[src/rtl/sfmp_pkg.sv]
// Package with register map, field layout and carrier types for the forwarding policy block.
package sfmp_pkg;
	localparam logic [11:0] ADDR_MAC_CTRL0    = 12'h330;
	localparam logic [11:0] ADDR_UNK_VLAN     = 12'h328;
	localparam logic [11:0] ADDR_MAC_CTRL1    = 12'h334;
	localparam logic [11:0] ADDR_STATUS       = 12'h338;
	localparam logic [7:0]  CTRL0_RESET       = 8'h0E;
	localparam logic [7:0]  CTRL1_RESET       = 8'h00;
	localparam logic [31:0] UNK_VLAN_WMASK    = 32'h80000007;
	localparam int          BIT_ALT_BACKOFF   = 7;
	localparam int          BIT_LEN_CHECK     = 3;
	localparam int          BIT_FC_DROP_MODE  = 1;
	localparam int          BIT_AGGR_BACKOFF  = 0;
	localparam int          BIT_UNK_VLAN_EN   = 31;
	localparam int          BIT_NO_EXC_DROP   = 0;
	localparam logic [15:0] PAUSE_ETHERTYPE   = 16'h8808;
	localparam logic [47:0] PAUSE_DA          = 48'h0180C2000001;
	localparam logic [15:0] LEN_FIELD_LIMIT   = 16'h05DC;
	localparam logic [4:0]  EXC_COLLISIONS    = 5'h10;

	typedef enum logic [1:0] {
		SFMP_CLS_NORMAL,
		SFMP_CLS_UNK_VLAN,
		SFMP_CLS_UNK_UCAST,
		SFMP_CLS_UNK_MCAST
	} sfmp_cls_t;

	// Frame descriptor from the ingress parser.
	typedef struct packed {
		logic        valid;
		logic        unk_vlan;
		logic        unk_ucast;
		logic        unk_mcast;
		logic [15:0] type_len;
		logic [15:0] act_len;
		logic [47:0] da;
	} sfmp_frame_t;

	// Decision returned to the datapath.
	typedef struct packed {
		logic        valid;
		logic        drop;
		sfmp_cls_t   cls;
		logic [2:0]  port_mask;
	} sfmp_dec_t;

	// Per-port MAC transmit controls.
	typedef struct packed {
		logic alt_backoff;
		logic aggr_backoff;
		logic exc_drop;
	} sfmp_mac_t;
endpackage

[src/rtl/sfmp_top.sv]
// Forwarding and MAC policy register bank with frame decision logic.
`timescale 1ns/1ns
// Overview of operation
// - Unknown VLAN frames dropped when disabled.
// - Enabled: forward only to masked ports.
// - Precedence: VLAN, then unicast, then multicast.
// - Alternate back-off affects half duplex only.
// - Drop after sixteen collisions unless disabled.
// - Length check discards mismatched short-type frames.
// - Drop mode set: drop either pause match.
// - Drop mode clear: drop only both matches.
// - Aggressive back-off on half duplex when set.
module sfmp_top (
	// APB clock and reset.
	input  wire logic                pclk,
	input  wire logic                presetn,
	// APB slave.
	input  wire logic                psel,
	input  wire logic                penable,
	input  wire logic                pwrite,
	input  wire logic [11:0]         paddr,
	input  wire logic [31:0]         pwdata,
	input  wire logic [3:0]          pstrb,
	output logic      [31:0]         prdata,
	output logic                     pready,
	output logic                     pslverr,
	// Ingress frame descriptors and decisions.
	input  sfmp_pkg::sfmp_frame_t    frame,
	output sfmp_pkg::sfmp_dec_t      dec,
	// Port state from the MACs, per port 1 to 3.
	input  wire logic [2:0]          half_duplex,
	input  wire logic [14:0]         coll_count,
	// Per-port MAC controls.
	output sfmp_pkg::sfmp_mac_t [2:0] mac
);
	typedef struct packed {
		logic [7:0]          ctrl0;
		logic [31:0]         unk_vlan;
		logic [7:0]          ctrl1;
		logic [31:0]         rdata;
		logic                ready;
		logic                slverr;
		logic [15:0]         drop_count;
		sfmp_pkg::sfmp_dec_t dec;
	} sfmp_state_t;

	sfmp_state_t state;
	sfmp_state_t next_state;

	// Bus phases.
	logic                setup;
	logic                access;

	// Address decode and write enables.
	logic                hit_ctrl0;
	logic                hit_unk_vlan;
	logic                hit_ctrl1;
	logic                hit_status;
	logic                hit_any;
	logic                rd_err;
	logic                wr_ctrl0;
	logic                wr_unk_vlan;
	logic                wr_ctrl1;
	logic [31:0]         wr_data;
	logic [31:0]         rd_word;

	// Register fields as the policy logic sees them.
	logic                fwd_en;
	logic [2:0]          fwd_mask;
	logic                len_check_en;
	logic                fc_drop_mode;
	logic                alt_backoff;
	logic                aggr_backoff;
	logic                no_exc_drop;

	// Per-port views of the packed MAC inputs.
	logic [4:0]          coll_p1;
	logic [4:0]          coll_p2;
	logic [4:0]          coll_p3;
	logic                hd_p1;
	logic                hd_p2;
	logic                hd_p3;

	// Frame classification and policy.
	logic                pause_type;
	logic                pause_da;
	logic                fc_drop;
	logic                short_type;
	logic                len_mismatch;
	logic                len_bad;
	logic                vlan_drop;
	logic                frame_drop;
	sfmp_pkg::sfmp_cls_t frame_cls;
	logic [2:0]          frame_mask;
	sfmp_pkg::sfmp_dec_t frame_dec;

	// The answer comes in the cycle after setup, so the bus needs no wait logic.
	assign setup  = psel && !penable;
	assign access = psel && penable && state.ready;

	// One decoder serves the read mux, the write enables and the error flag.
	assign hit_ctrl0    = paddr == sfmp_pkg::ADDR_MAC_CTRL0;
	assign hit_unk_vlan = paddr == sfmp_pkg::ADDR_UNK_VLAN;
	assign hit_ctrl1    = paddr == sfmp_pkg::ADDR_MAC_CTRL1;
	assign hit_status   = paddr == sfmp_pkg::ADDR_STATUS;
	assign hit_any      = hit_ctrl0 || hit_unk_vlan
		|| hit_ctrl1 || hit_status;
	assign rd_err       = !hit_any;

	// A write lands only at the edge that closes the access phase.
	assign wr_ctrl0    = access && pwrite && hit_ctrl0 && pstrb[0];
	assign wr_unk_vlan = access && pwrite && hit_unk_vlan;
	assign wr_ctrl1    = access && pwrite && hit_ctrl1 && pstrb[0];

	// Byte lanes without a strobe keep their old contents.
	always_comb begin
		wr_data = pwdata;
		for (int i = 0; i < 4; i++) begin
			if (!pstrb[i]) begin
				wr_data[i*8 +: 8] = state.unk_vlan[i*8 +: 8];
			end
		end
	end

	// Read mux; unmapped offsets read as zero.
	always_comb begin
		rd_word = 32'h00000000;
		if (hit_ctrl0) begin
			rd_word = {24'h000000, state.ctrl0};
		end
		if (hit_unk_vlan) begin
			rd_word = state.unk_vlan & sfmp_pkg::UNK_VLAN_WMASK;
		end
		if (hit_ctrl1) begin
			rd_word = {24'h000000, state.ctrl1};
		end
		if (hit_status) begin
			rd_word = {16'h0000, state.drop_count};
		end
	end

	// Register fields.
	assign fwd_en       = state.unk_vlan[sfmp_pkg::BIT_UNK_VLAN_EN];
	assign fwd_mask     = state.unk_vlan[2:0];
	assign len_check_en = state.ctrl0[sfmp_pkg::BIT_LEN_CHECK];
	assign fc_drop_mode = state.ctrl0[sfmp_pkg::BIT_FC_DROP_MODE];
	assign alt_backoff  = state.ctrl0[sfmp_pkg::BIT_ALT_BACKOFF];
	assign aggr_backoff = state.ctrl0[sfmp_pkg::BIT_AGGR_BACKOFF];
	assign no_exc_drop  = state.ctrl1[sfmp_pkg::BIT_NO_EXC_DROP];

	// Bit p of the duplex bus and field p of the collision bus belong to port p+1.
	assign hd_p1   = half_duplex[0];
	assign hd_p2   = half_duplex[1];
	assign hd_p3   = half_duplex[2];
	assign coll_p1 = coll_count[4:0];
	assign coll_p2 = coll_count[9:5];
	assign coll_p3 = coll_count[14:10];

	assign pause_type = frame.type_len == sfmp_pkg::PAUSE_ETHERTYPE;
	assign pause_da   = frame.da == sfmp_pkg::PAUSE_DA;
	assign fc_drop    = fc_drop_mode ? (pause_type || pause_da)
		: (pause_type && pause_da);

	assign short_type   = frame.type_len < sfmp_pkg::LEN_FIELD_LIMIT;
	assign len_mismatch = frame.act_len != frame.type_len;
	assign len_bad      = len_check_en && short_type && len_mismatch;

	always_comb begin
		frame_cls = sfmp_pkg::SFMP_CLS_NORMAL;
		if (frame.unk_vlan) begin
			frame_cls = sfmp_pkg::SFMP_CLS_UNK_VLAN;
		end else if (frame.unk_ucast) begin
			frame_cls = sfmp_pkg::SFMP_CLS_UNK_UCAST;
		end else if (frame.unk_mcast) begin
			frame_cls = sfmp_pkg::SFMP_CLS_UNK_MCAST;
		end
	end

	assign vlan_drop  = frame_cls == sfmp_pkg::SFMP_CLS_UNK_VLAN && !fwd_en;
	assign frame_drop = fc_drop || len_bad || vlan_drop;

	// Unicast and multicast policies live downstream; this block only classifies them.
	always_comb begin
		frame_mask = 3'h7;
		unique case (frame_cls)
			sfmp_pkg::SFMP_CLS_UNK_VLAN: begin
				frame_mask = fwd_mask;
			end
			sfmp_pkg::SFMP_CLS_UNK_UCAST,
			sfmp_pkg::SFMP_CLS_UNK_MCAST,
			sfmp_pkg::SFMP_CLS_NORMAL: begin
				frame_mask = 3'h7;
			end
		endcase
		if (frame_drop) begin
			frame_mask = 3'h0;
		end
	end

	// The decision is registered, so it follows its descriptor by one cycle.
	always_comb begin
		frame_dec.valid     = frame.valid;
		frame_dec.drop      = frame_drop;
		frame_dec.cls       = frame_cls;
		frame_dec.port_mask = frame_mask;
	end

	// Bus, configuration and counter state.
	always_comb begin
		next_state        = state;
		next_state.ready  = setup;
		next_state.slverr = 1'b0;
		next_state.dec    = frame_dec;
		if (setup) begin
			next_state.rdata  = rd_word;
			next_state.slverr = rd_err;
		end
		if (wr_ctrl0) begin
			next_state.ctrl0 = pwdata[7:0];
		end
		if (wr_unk_vlan) begin
			next_state.unk_vlan = wr_data & sfmp_pkg::UNK_VLAN_WMASK;
		end
		if (wr_ctrl1) begin
			next_state.ctrl1 = pwdata[7:0];
		end
		// The count wraps, so software should work with differences between reads.
		if (frame.valid && frame_drop) begin
			next_state.drop_count = state.drop_count + 16'h0001;
		end
	end

	// Reset loads the register defaults; all other state starts at zero.
	always_ff @(posedge pclk or negedge presetn) begin
		if (!presetn) begin
			state       <= '0;
			state.ctrl0 <= sfmp_pkg::CTRL0_RESET;
			state.ctrl1 <= sfmp_pkg::CTRL1_RESET;
		end else begin
			state <= next_state;
		end
	end

	// Every port gets the same settings; only its duplex and collision count differ.
	// Port 1.
	sfmp_port_ctl u_port1 (
		.pclk         (pclk),
		.presetn      (presetn),
		.alt_backoff  (alt_backoff),
		.aggr_backoff (aggr_backoff),
		.no_exc_drop  (no_exc_drop),
		.half_duplex  (hd_p1),
		.coll_count   (coll_p1),
		.mac          (mac[0])
	);

	// Port 2.
	sfmp_port_ctl u_port2 (
		.pclk         (pclk),
		.presetn      (presetn),
		.alt_backoff  (alt_backoff),
		.aggr_backoff (aggr_backoff),
		.no_exc_drop  (no_exc_drop),
		.half_duplex  (hd_p2),
		.coll_count   (coll_p2),
		.mac          (mac[1])
	);

	// Port 3.
	sfmp_port_ctl u_port3 (
		.pclk         (pclk),
		.presetn      (presetn),
		.alt_backoff  (alt_backoff),
		.aggr_backoff (aggr_backoff),
		.no_exc_drop  (no_exc_drop),
		.half_duplex  (hd_p3),
		.coll_count   (coll_p3),
		.mac          (mac[2])
	);

	// Outputs come straight from the state register.
	assign prdata  = state.rdata;
	assign pready  = state.ready;
	assign pslverr = state.slverr;
	assign dec     = state.dec;
endmodule

[src/rtl/sfmp_port_ctl.sv]
// Per-port back-off and collision drop control.
`timescale 1ns/1ns
module sfmp_port_ctl (
	// Clock and reset.
	input  wire logic              pclk,
	input  wire logic              presetn,
	// Settings and port state.
	input  wire logic              alt_backoff,
	input  wire logic              aggr_backoff,
	input  wire logic              no_exc_drop,
	input  wire logic              half_duplex,
	input  wire logic [4:0]        coll_count,
	// Controls to the MAC.
	output sfmp_pkg::sfmp_mac_t    mac
);
	sfmp_pkg::sfmp_mac_t state;
	sfmp_pkg::sfmp_mac_t next_state;

	always_comb begin
		next_state.alt_backoff  = alt_backoff & half_duplex;
		next_state.aggr_backoff = aggr_backoff & half_duplex;
		next_state.exc_drop     = !no_exc_drop && (coll_count >= sfmp_pkg::EXC_COLLISIONS);
	end

	always_ff @(posedge pclk or negedge presetn) begin
		if (!presetn) begin
			state <= '0;
		end else begin
			state <= next_state;
		end
	end

	assign mac = state;
endmodule

[config.mk]
export PLATFORM = sky130hd
export DESIGN_NAME = sfmp_top
export DESIGN_NICKNAME = d
export VERILOG_FILES = /design/src/rtl/sfmp_pkg.sv /design/src/rtl/sfmp_top.sv /design/src/rtl/sfmp_port_ctl.sv
export SDC_FILE = /design/constraint.sdc
export NUM_CORES = 1
export LEC_CHECK = 0
export ABC_AREA = 1
export CORE_MARGIN = 2
export CORE_UTILIZATION = 32
export CTS_BUF_LIST = sky130_fd_sc_hd__clkbuf_2
export DETAILED_ROUTE_END_ITERATION = 8
export DONT_BUFFER_PORTS = 1
export PLACE_DENSITY = 0.51
export RECOVER_POWER = 50
export SYNTH_ARGS = -nofsm -noshare
export SYNTH_HDL_FRONTEND = slang
export SYNTH_HIERARCHICAL = 1
export SYNTH_SLANG_ARGS = --single-unit
[constraint.sdc]
create_clock -name pclk -period 1.83 [get_ports pclk]
set_input_delay 0.183 -clock pclk [delete_from_list [all_inputs] [get_ports pclk]]
set_output_delay 0.183 -clock pclk [all_outputs]
set_load 0.05 [all_outputs]
# Word level (Yosys, flattened, before mapping)
# Index checks and enable logic that the tools add are counted.
# totals
ff_bits,86
word_cells,84
# classes
add_sub_neg,1
magnitude_cmp,4
n_eq_ne,10
n_mux,11
bitwise_logic,6
n_reduce_logical,31
# ops
op,count
$mux 32,3
$eq 12x10->1 const B,4
$eq 48x41->1 const B,1
$logic_and 1x1->1,17
$add 16x1->16 const B,1
$eq 16x16->1 const B,1
$lt 16x11->1 const B,1
$ne 16x16->1,1
$ge 5x5->1 const B,3
$mux 8,1
$and 1x1->1,6
$logic_or 1x1->1,6
$mux 2,3
$pmux 3 s2,1
$eq 2x2->1 const B,2
$logic_not 1->1,4
$reduce_and 2->1,2
$mux 3,1
$reduce_or 3->1,1
$eq 2x1->1 const B,1
$logic_not 2->1,1
$mux 1,2

# Longest topological paths before layout
# Gate-level depths: netlist of the first run.
# logic_depth
depth_word,7
mapped_depth,13
depth_no_buf,12

# Modules after synthesis
# Netlist of the first run, hierarchy kept.
# modules_own_cells
mod,n_inst,cells_per_inst,area_per_inst_um2,seq_area_each_um2
sfmp_top,1,558,3976.3,1555.2
sfmp_port_ctl,3,9,100.1,75.1

# Worst setup path after synthesis of the first run
# OpenSTA, ideal clock, no wires.
# synth_path
path_kind,reg2reg
startpoint,reg state (netlist bit pready)
endpoint,reg state[102] in the netlist's numbering
arrival_ns,1.468
setup_slack_ns,0.242
path_stages_with_launch,7
cell_sequence,dfrtp_1 nand4_1 nor2_1 nand3_1 buf_2 nand2_1 o21ai_1
# synth_between
elab_chain_len,4
# synth_lines
element,line,text
from (decl),sfmp_top.sv:47,sfmp_state_t state;
from (signal assigned),sfmp_top.sv:240,state <= next_state;
$logic_and 1x1->1,sfmp_top.sv:99,assign access = psel && penable && state.ready;
$logic_and 1x1->1 (3 in series),sfmp_top.sv:111,assign wr_ctrl0 = access && pwrite && hit_ctrl0 && pstrb[0];
# Every way passes these cells.
# A chain may end at the register's enable or synchronous reset.

# Worst setup path in the final report of the first run
# layout_path
startpoint,in paddr[4]
endpoint,reg state (netlist bit fwd_en)
# layout_between
elab_chain_len,3
# layout_lines
element,line,text
from (decl),sfmp_top.sv:21,"input wire logic [11:0] paddr,"
$eq 12x10->1,sfmp_top.sv:103,assign hit_unk_vlan = paddr == sfmp_pkg::ADDR_UNK_VLAN;
$logic_and 1x1->1,sfmp_top.sv:112,assign wr_unk_vlan = access && pwrite && hit_unk_vlan;
$reduce_and 2->1 (no line),--,
# Every way passes these cells.

==> results_dict.tcl, run 1 <==
set metrics [dict create \
    cp.required_ps 2310 \
    area_growth_pct 9.830 \
    placementRows 42 \
    fmax_mhz 557.0 \
    ios 205 \
    status "finished, violations left" \
    finalCritPeriodShare_pct 98.10 \
    clkTransAtPathRegs_ps 210 \
    seq_area_frac_synth_pct 41.63 \
    grt_pass1_vias 3524 \
    total_power_mw 2.878 \
    ant_nets 0 \
    dp_hpwl_mm 7.594 \
    hp-class "input port to flip-flop" \
    cts_root_buf "clkbuf_2" \
    ys_ff_latch 71 \
    drtIter0Drc 248 \
    synth_area_mm2 0.004277 \
    routed_wirelength_mm 9.949 \
    die_h_um 119.6 \
    cp-end-kind "flip-flop" \
    maxSlewHeadroom_pct -4.057 \
    dr.pass1.iters 4 \
    worst_pin_slew_ps 1561 \
    fin_setup_tns_ps 0 \
    cts.sinks 71 \
    htree_num_levels 3 \
    peakVddDrop_v 0.0002352 \
    antenna_found_initial 2 \
    finalSetupViolations 0 \
    cp-start-kind "input port" \
    post-route-drc-count 0 \
    insertion_delay_ps 540 \
    drv_slew 72 \
    start_util_pct 32.55 \
    drt-wirelength-per-cell_um 12.72 \
    leakage_nw 2.382 \
    grt_start_max_net_pins 72 \
    routabilityCongestion 0.8038 \
    cp_max_fo 6 \
    drive_gt1_share_pct 9.106 \
    core_area_mm2 0.01314 \
    holdPathEnd "prdata[1]" \
    die_x_um 119.6 \
    final_cells 782 \
    synth.distinct_cells 33 \
    hold_viol 0 \
    synth_area_per_cell_um2 7.310 \
    final_common_cell "nand2_1" \
    cp.arrival_ps 2270 \
    crit_type "input port to flip-flop" \
    grt_first_pass_wirelength_mm 16.60 \
    powerDensity_mw_per_mm2 612.7 \
    fillers 1400 \
    failed_checks "max-capacitance violations, max-slew violations" \
    clk_path_buf_depth 2 \
    post_dp_cell_area_mm2 0.004255 \
    synthCells 585 \
    vias 3540 \
    finalCriticalPeriod_ps 1795 \
    grt_util_all_layers_pct 14.51 \
    cts_buffers 9 \
    timing.rr.end "fwd_en" \
    hold-path-cell-count 5 \
    placed_cells 732 \
    drv_cap 1 \
    viasPerCell 4.527 \
    globalRoute.totalOverflow 0 \
    final_area_mm2 0.004697 \
    nets 755 \
    r2r_cells 5 \
    cts_tree "yes" \
    design.die.area_mm2 0.01431 \
    rrSetupSlack_ps 80 \
    r2r_start "pready" \
    io_buffers 0 \
    clock_skew_ps 30.46 \
    layout_common_cells "nand2_1 (161), inv_1 (94), dfrtp_1 (68), nor2_1 (50), nand3_1 (37)" \
    min_from "paddr[3]" \
    synth-warning-count 6 \
]
## cell type report
type                       instances  area (um^2)  area share [%]
multi-input combinational        377         1844           39.26
sequential                        71         1780           37.91
inverter                         101        379.1           8.071
timing repair buffer              39        356.6           7.592
tap                              176        220.2           4.688
clock inverter                     6        61.31           1.305
clock buffer                      10        50.05           1.066
antenna                            2        5.005          0.1066
## synth_stat cells
master / number / area, um^2
nand2_1: 161 / 604.3
inv_1: 94 / 352.8
dfrtp_1: 68 / 1702
nor2_1: 51 / 191.4
buf_4: 39 / 292.8
nand3_1: 37 / 185.2
xor2_1: 23 / 201.4
o21ai_1: 20 / 100.1
o21ai_0: 9 / 45.04
o31ai_1: 8 / 60.06
nand4_1: 7 / 43.79
nor3_1: 7 / 35.03
a21oi_1: 6 / 30.03
clkbuf_1: 6 / 22.52
inv_2: 6 / 22.52
nor2_2: 6 / 37.54
nor3_2: 5 / 50.05
o221ai_1: 5 / 43.79
buf_2: 4 / 20.02
nand3_2: 4 / 40.04
nor4_1: 4 / 25.02
dfstp_2: 3 / 78.83
nand2_2: 2 / 12.51
a221oi_1: 1 / 8.760
and2_1: 1 / 6.260
buf_6: 1 / 11.26
clkinv_1: 1 / 3.750
conb_1: 1 / 3.750
ha_1: 1 / 12.51
nor2_4: 1 / 11.26
o21bai_1: 1 / 7.510
or2_1: 1 / 6.260
or3b_1: 1 / 8.760
## sequential cells by signal, indices dropped and copies added (netlist names)
register,flops
fc_drop_mode,1
fwd_mask,3
prdata,17
no_exc_drop,1
len_check_en,1
dec,7
state,27
u_port3/mac,3
fwd_en,1
u_port1/mac,3
pready,1
aggr_backoff,1
alt_backoff,1
pslverr,1
u_port2/mac,3
## where the power goes
part / leakage, nW / internal, mW / switching [mW]
logic: 1.36 / 0.0993 / 0.212
clock network: 0.0717 / 0.316 / 0.578
registers: 0.947 / 1.59 / 0.0826
total: 2.38 / 2.01 / 0.873
## cells by family (layout without fill, tap and decap cells)
family / after synthesis / in the layout / share of synthesized area, %
flip-flops: 71 / 71 / 41.63
adder cells (fa/ha/maj): 1 / 1 / 0.2925
other: 1 / 17 / 0.08769
AO/OA/AOI/OAI: 50 / 50 / 6.905
XOR/XNOR: 23 / 23 / 4.710
buffers and inverters: 151 / 156 / 16.97
AND/OR/NAND/NOR: 288 / 288 / 29.40
## critical path, stage by stage
cell and delay [ps]:
dlygate4sd3_1 580, inv_1 100, nand2_1 50, nor2_1 120, nand2_2 110, or3b_4 400
o21ai_2 120, dlygate4sd3_1 570, inv_1 40
## stage by stage
step	setup slack (ps)	util (%)	hold slack, ps
global placement	187.0	32.39	-110.9
global route	-0.4112	35.75	0.2535
detailed placement	143.5	32.39	-111.2
floorplan	241.8	-	-112.6
finish	34.73	35.75	42.16
CTS	69.00	35.58	7.211
## worst max path at each step
| stage | slack [ps] | cells past startpoint | to | startpoint |
|---|---|---|---|---|
| global route | -0.4 | 5 | fwd_en | pready |
| CTS | 70 | 9 | fwd_en | paddr[4] |
| finish | 30 | 9 | fwd_en | paddr[4] |
| detailed placement | 140 | 9 | state[8] | len_check_en |
| global placement | 190 | 9 | state[16] | len_check_en |
| floorplan | 240 | 6 | state[102] | pready |
## layer usage
metal / up-vias / share of wire (%) / global-route usage (%)
li1: 1782 / - / -
met1: 1619 / 45 / 18.05
met2: 127 / 47 / 24.00
met3: 12 / 6.8 / 4.087
met4: 0 / 1.5 / 5.294
met5: - / 0 / 0
## repair_timing
action	4_1_cts	5_1_grt
buffers inserted	0	3
endpoints found under the setup margin	0	15
gates resized for setup	0	6
hold buffers	29	0
hold endpoints to repair	134	0
Note: power is estimated with default switching activity, not from simulation.
==> run 2, diff against run 1 <==
- CORE_UTILIZATION: 32 -> 40
- PLACE_DENSITY: 0.51 -> 0.59
- clock period: 1.83 -> 1.74 ns (I/O delays scaled with it)
==> results_dict.tcl, run 2 (synthesis results as in run 1) <==
set metrics [dict create \
    dr.pass1.iters 5 \
    cp.required_ps 2180 \
    p_sw_share_pct 26.54 \
    cp-end-kind "flip-flop" \
    p_sw_mw 0.9146 \
    die_h_um 107.4 \
    peakVddDrop_v 0.0004820 \
    cp-start-kind "flip-flop" \
    insertedDiodeCount 0 \
    cts_tree "yes" \
    start_util_pct 41.24 \
    clock_skew_ps 22.03 \
    globalRoute.totalOverflow 0 \
    finalCritPeriodShare_pct 96.85 \
    clk_path_buf_depth 2 \
    cts_root_buf "clkbuf_2" \
    drtIter0Drc 184 \
    placementRows 37 \
    seqPwrFrac_pct 51.1 \
    dp_slack_ps 100.6 \
    drive_gt1_share_pct 8.804 \
    io_buffers 0 \
    htree_num_levels 3 \
    cp_max_fo 2 \
    design.die.area_mm2 0.01153 \
    drv_slew 0 \
    layout_common_cells "nand2_1 (161), inv_1 (94), dfrtp_1 (68), nor2_1 (51), nand3_1 (37)" \
    powerDensity_mw_per_mm2 735.2 \
    ios 205 \
    antenna_found_initial 0 \
    holdWs_ps 14.66 \
    routed_wirelength_mm 9.932 \
    cp.arrival_ps 2130 \
    internal_power_mw 2.531 \
    drv_cap 0 \
    crit_type "flip-flop to flip-flop" \
    clkTransAtPathRegs_ps 200 \
    ant_nets 0 \
    cts.sinks 71 \
    grt_start_max_net_pins 72 \
    total_power_mw 3.446 \
    p_comb_share_pct 9.5 \
    worst_pin_slew_ps 939.2 \
    grt_util_all_layers_pct 17.71 \
    final_common_cell "nand2_1" \
    vias 3520 \
    post-route-drc-count 0 \
    leakage_nw 2.407 \
    dp_hpwl_mm 7.507 \
    hold_viol 0 \
    drt-wirelength-per-cell_um 13.46 \
    top_register "state" \
    die_x_um 107.4 \
    power_frac_clock_pct 39.5 \
    core_area_mm2 0.01037 \
    cts_buffers 9 \
    finalSetupViolations 0 \
    grt_pass1_vias 3424 \
    finalCriticalPeriod_ps 1685 \
    fillers 1063 \
    area_growth_pct 9.596 \
    largest_reg_flops 27 \
    hp-class "input port to flip-flop" \
    insertion_delay_ps 520 \
    maxSlewHeadroom_pct 37.39 \
    nets 753 \
    viasPerCell 4.770 \
    routabilityCongestion 0.8476 \
    setup_slack_ps 54.75 \
    grt_first_pass_wirelength_mm 16.21 \
    fmax_mhz 593.4 \
    status "completed" \
]
-- run 2: power groups by stage --
stage               registers, mW  clock network [mW]  logic, mW
global route                 1.76                1.44      0.368
finish                       1.76                1.36      0.326
global placement             1.79                   0      0.231
floorplan                    1.73                   0      0.314
CTS                          1.76                1.37      0.334
detailed placement           1.79                   0      0.238
-- run 2: stage by stage --
stage	utilization (%)	instance area [um^2]	std cells	TNS [ps]
floorplan	-	4329	599	0
global placement	40.77	4228	695	0
detailed placement	40.77	4228	695	0
CTS	45.19	4686	737	0
global route	45.20	4687	738	-7.825
finish	45.20	4687	738	0
-- run 2: layer usage --
layer,up-vias,routed length (um),GRT usage [%],share of wire (%)
li1,1776,-,-,-
met1,1619,4654,23.84,47
met2,107,4501,28.12,45
met3,18,561,3.874,5.6
met4,0,215,6.319,2.2
met5,-,0,0,0
-- run 2: repair_timing --
item / in CTS / in global routing
setup endpoints to repair: 0 / 16
hold buffers: 26 / 0
hold endpoints to repair: 130 / 0
resized for setup: 0 / 3
buffers inserted: 0 / 1
-- run 2: worst paths after layout --
kind	from	end	slack, ps	cells after the start
worst max-delay path	pready	fwd_en	50	5
min in group asynchronous	presetn	prdata[14]	330	2
worst max register to register	pready	fwd_en	50	5
worst min register to register	state[99]	state[99]	500	2
worst min-delay path	paddr[8]	prdata[12]	10	4
max in group asynchronous	presetn	fwd_mask[1]	800	2
-- run 2: critical path: stages (launching register included) --
cell and delay [ps]:
dfrtp_1 380, nand4_1 120, or3b_1 410, o21ai_1 120, dlygate4sd3_1 550, inv_1 40
-- run 2: area by class of cell --
type	count	area, um^2	share of cell area (%)
multi-input combinational	377	1836	39.16
tap	136	170.2	3.631
timing repair buffer	37	341.6	7.288
clock inverter	7	135.1	2.883
sequential	71	1780	37.99
inverter	101	379.1	8.089
clock buffer	9	45.04	0.9610
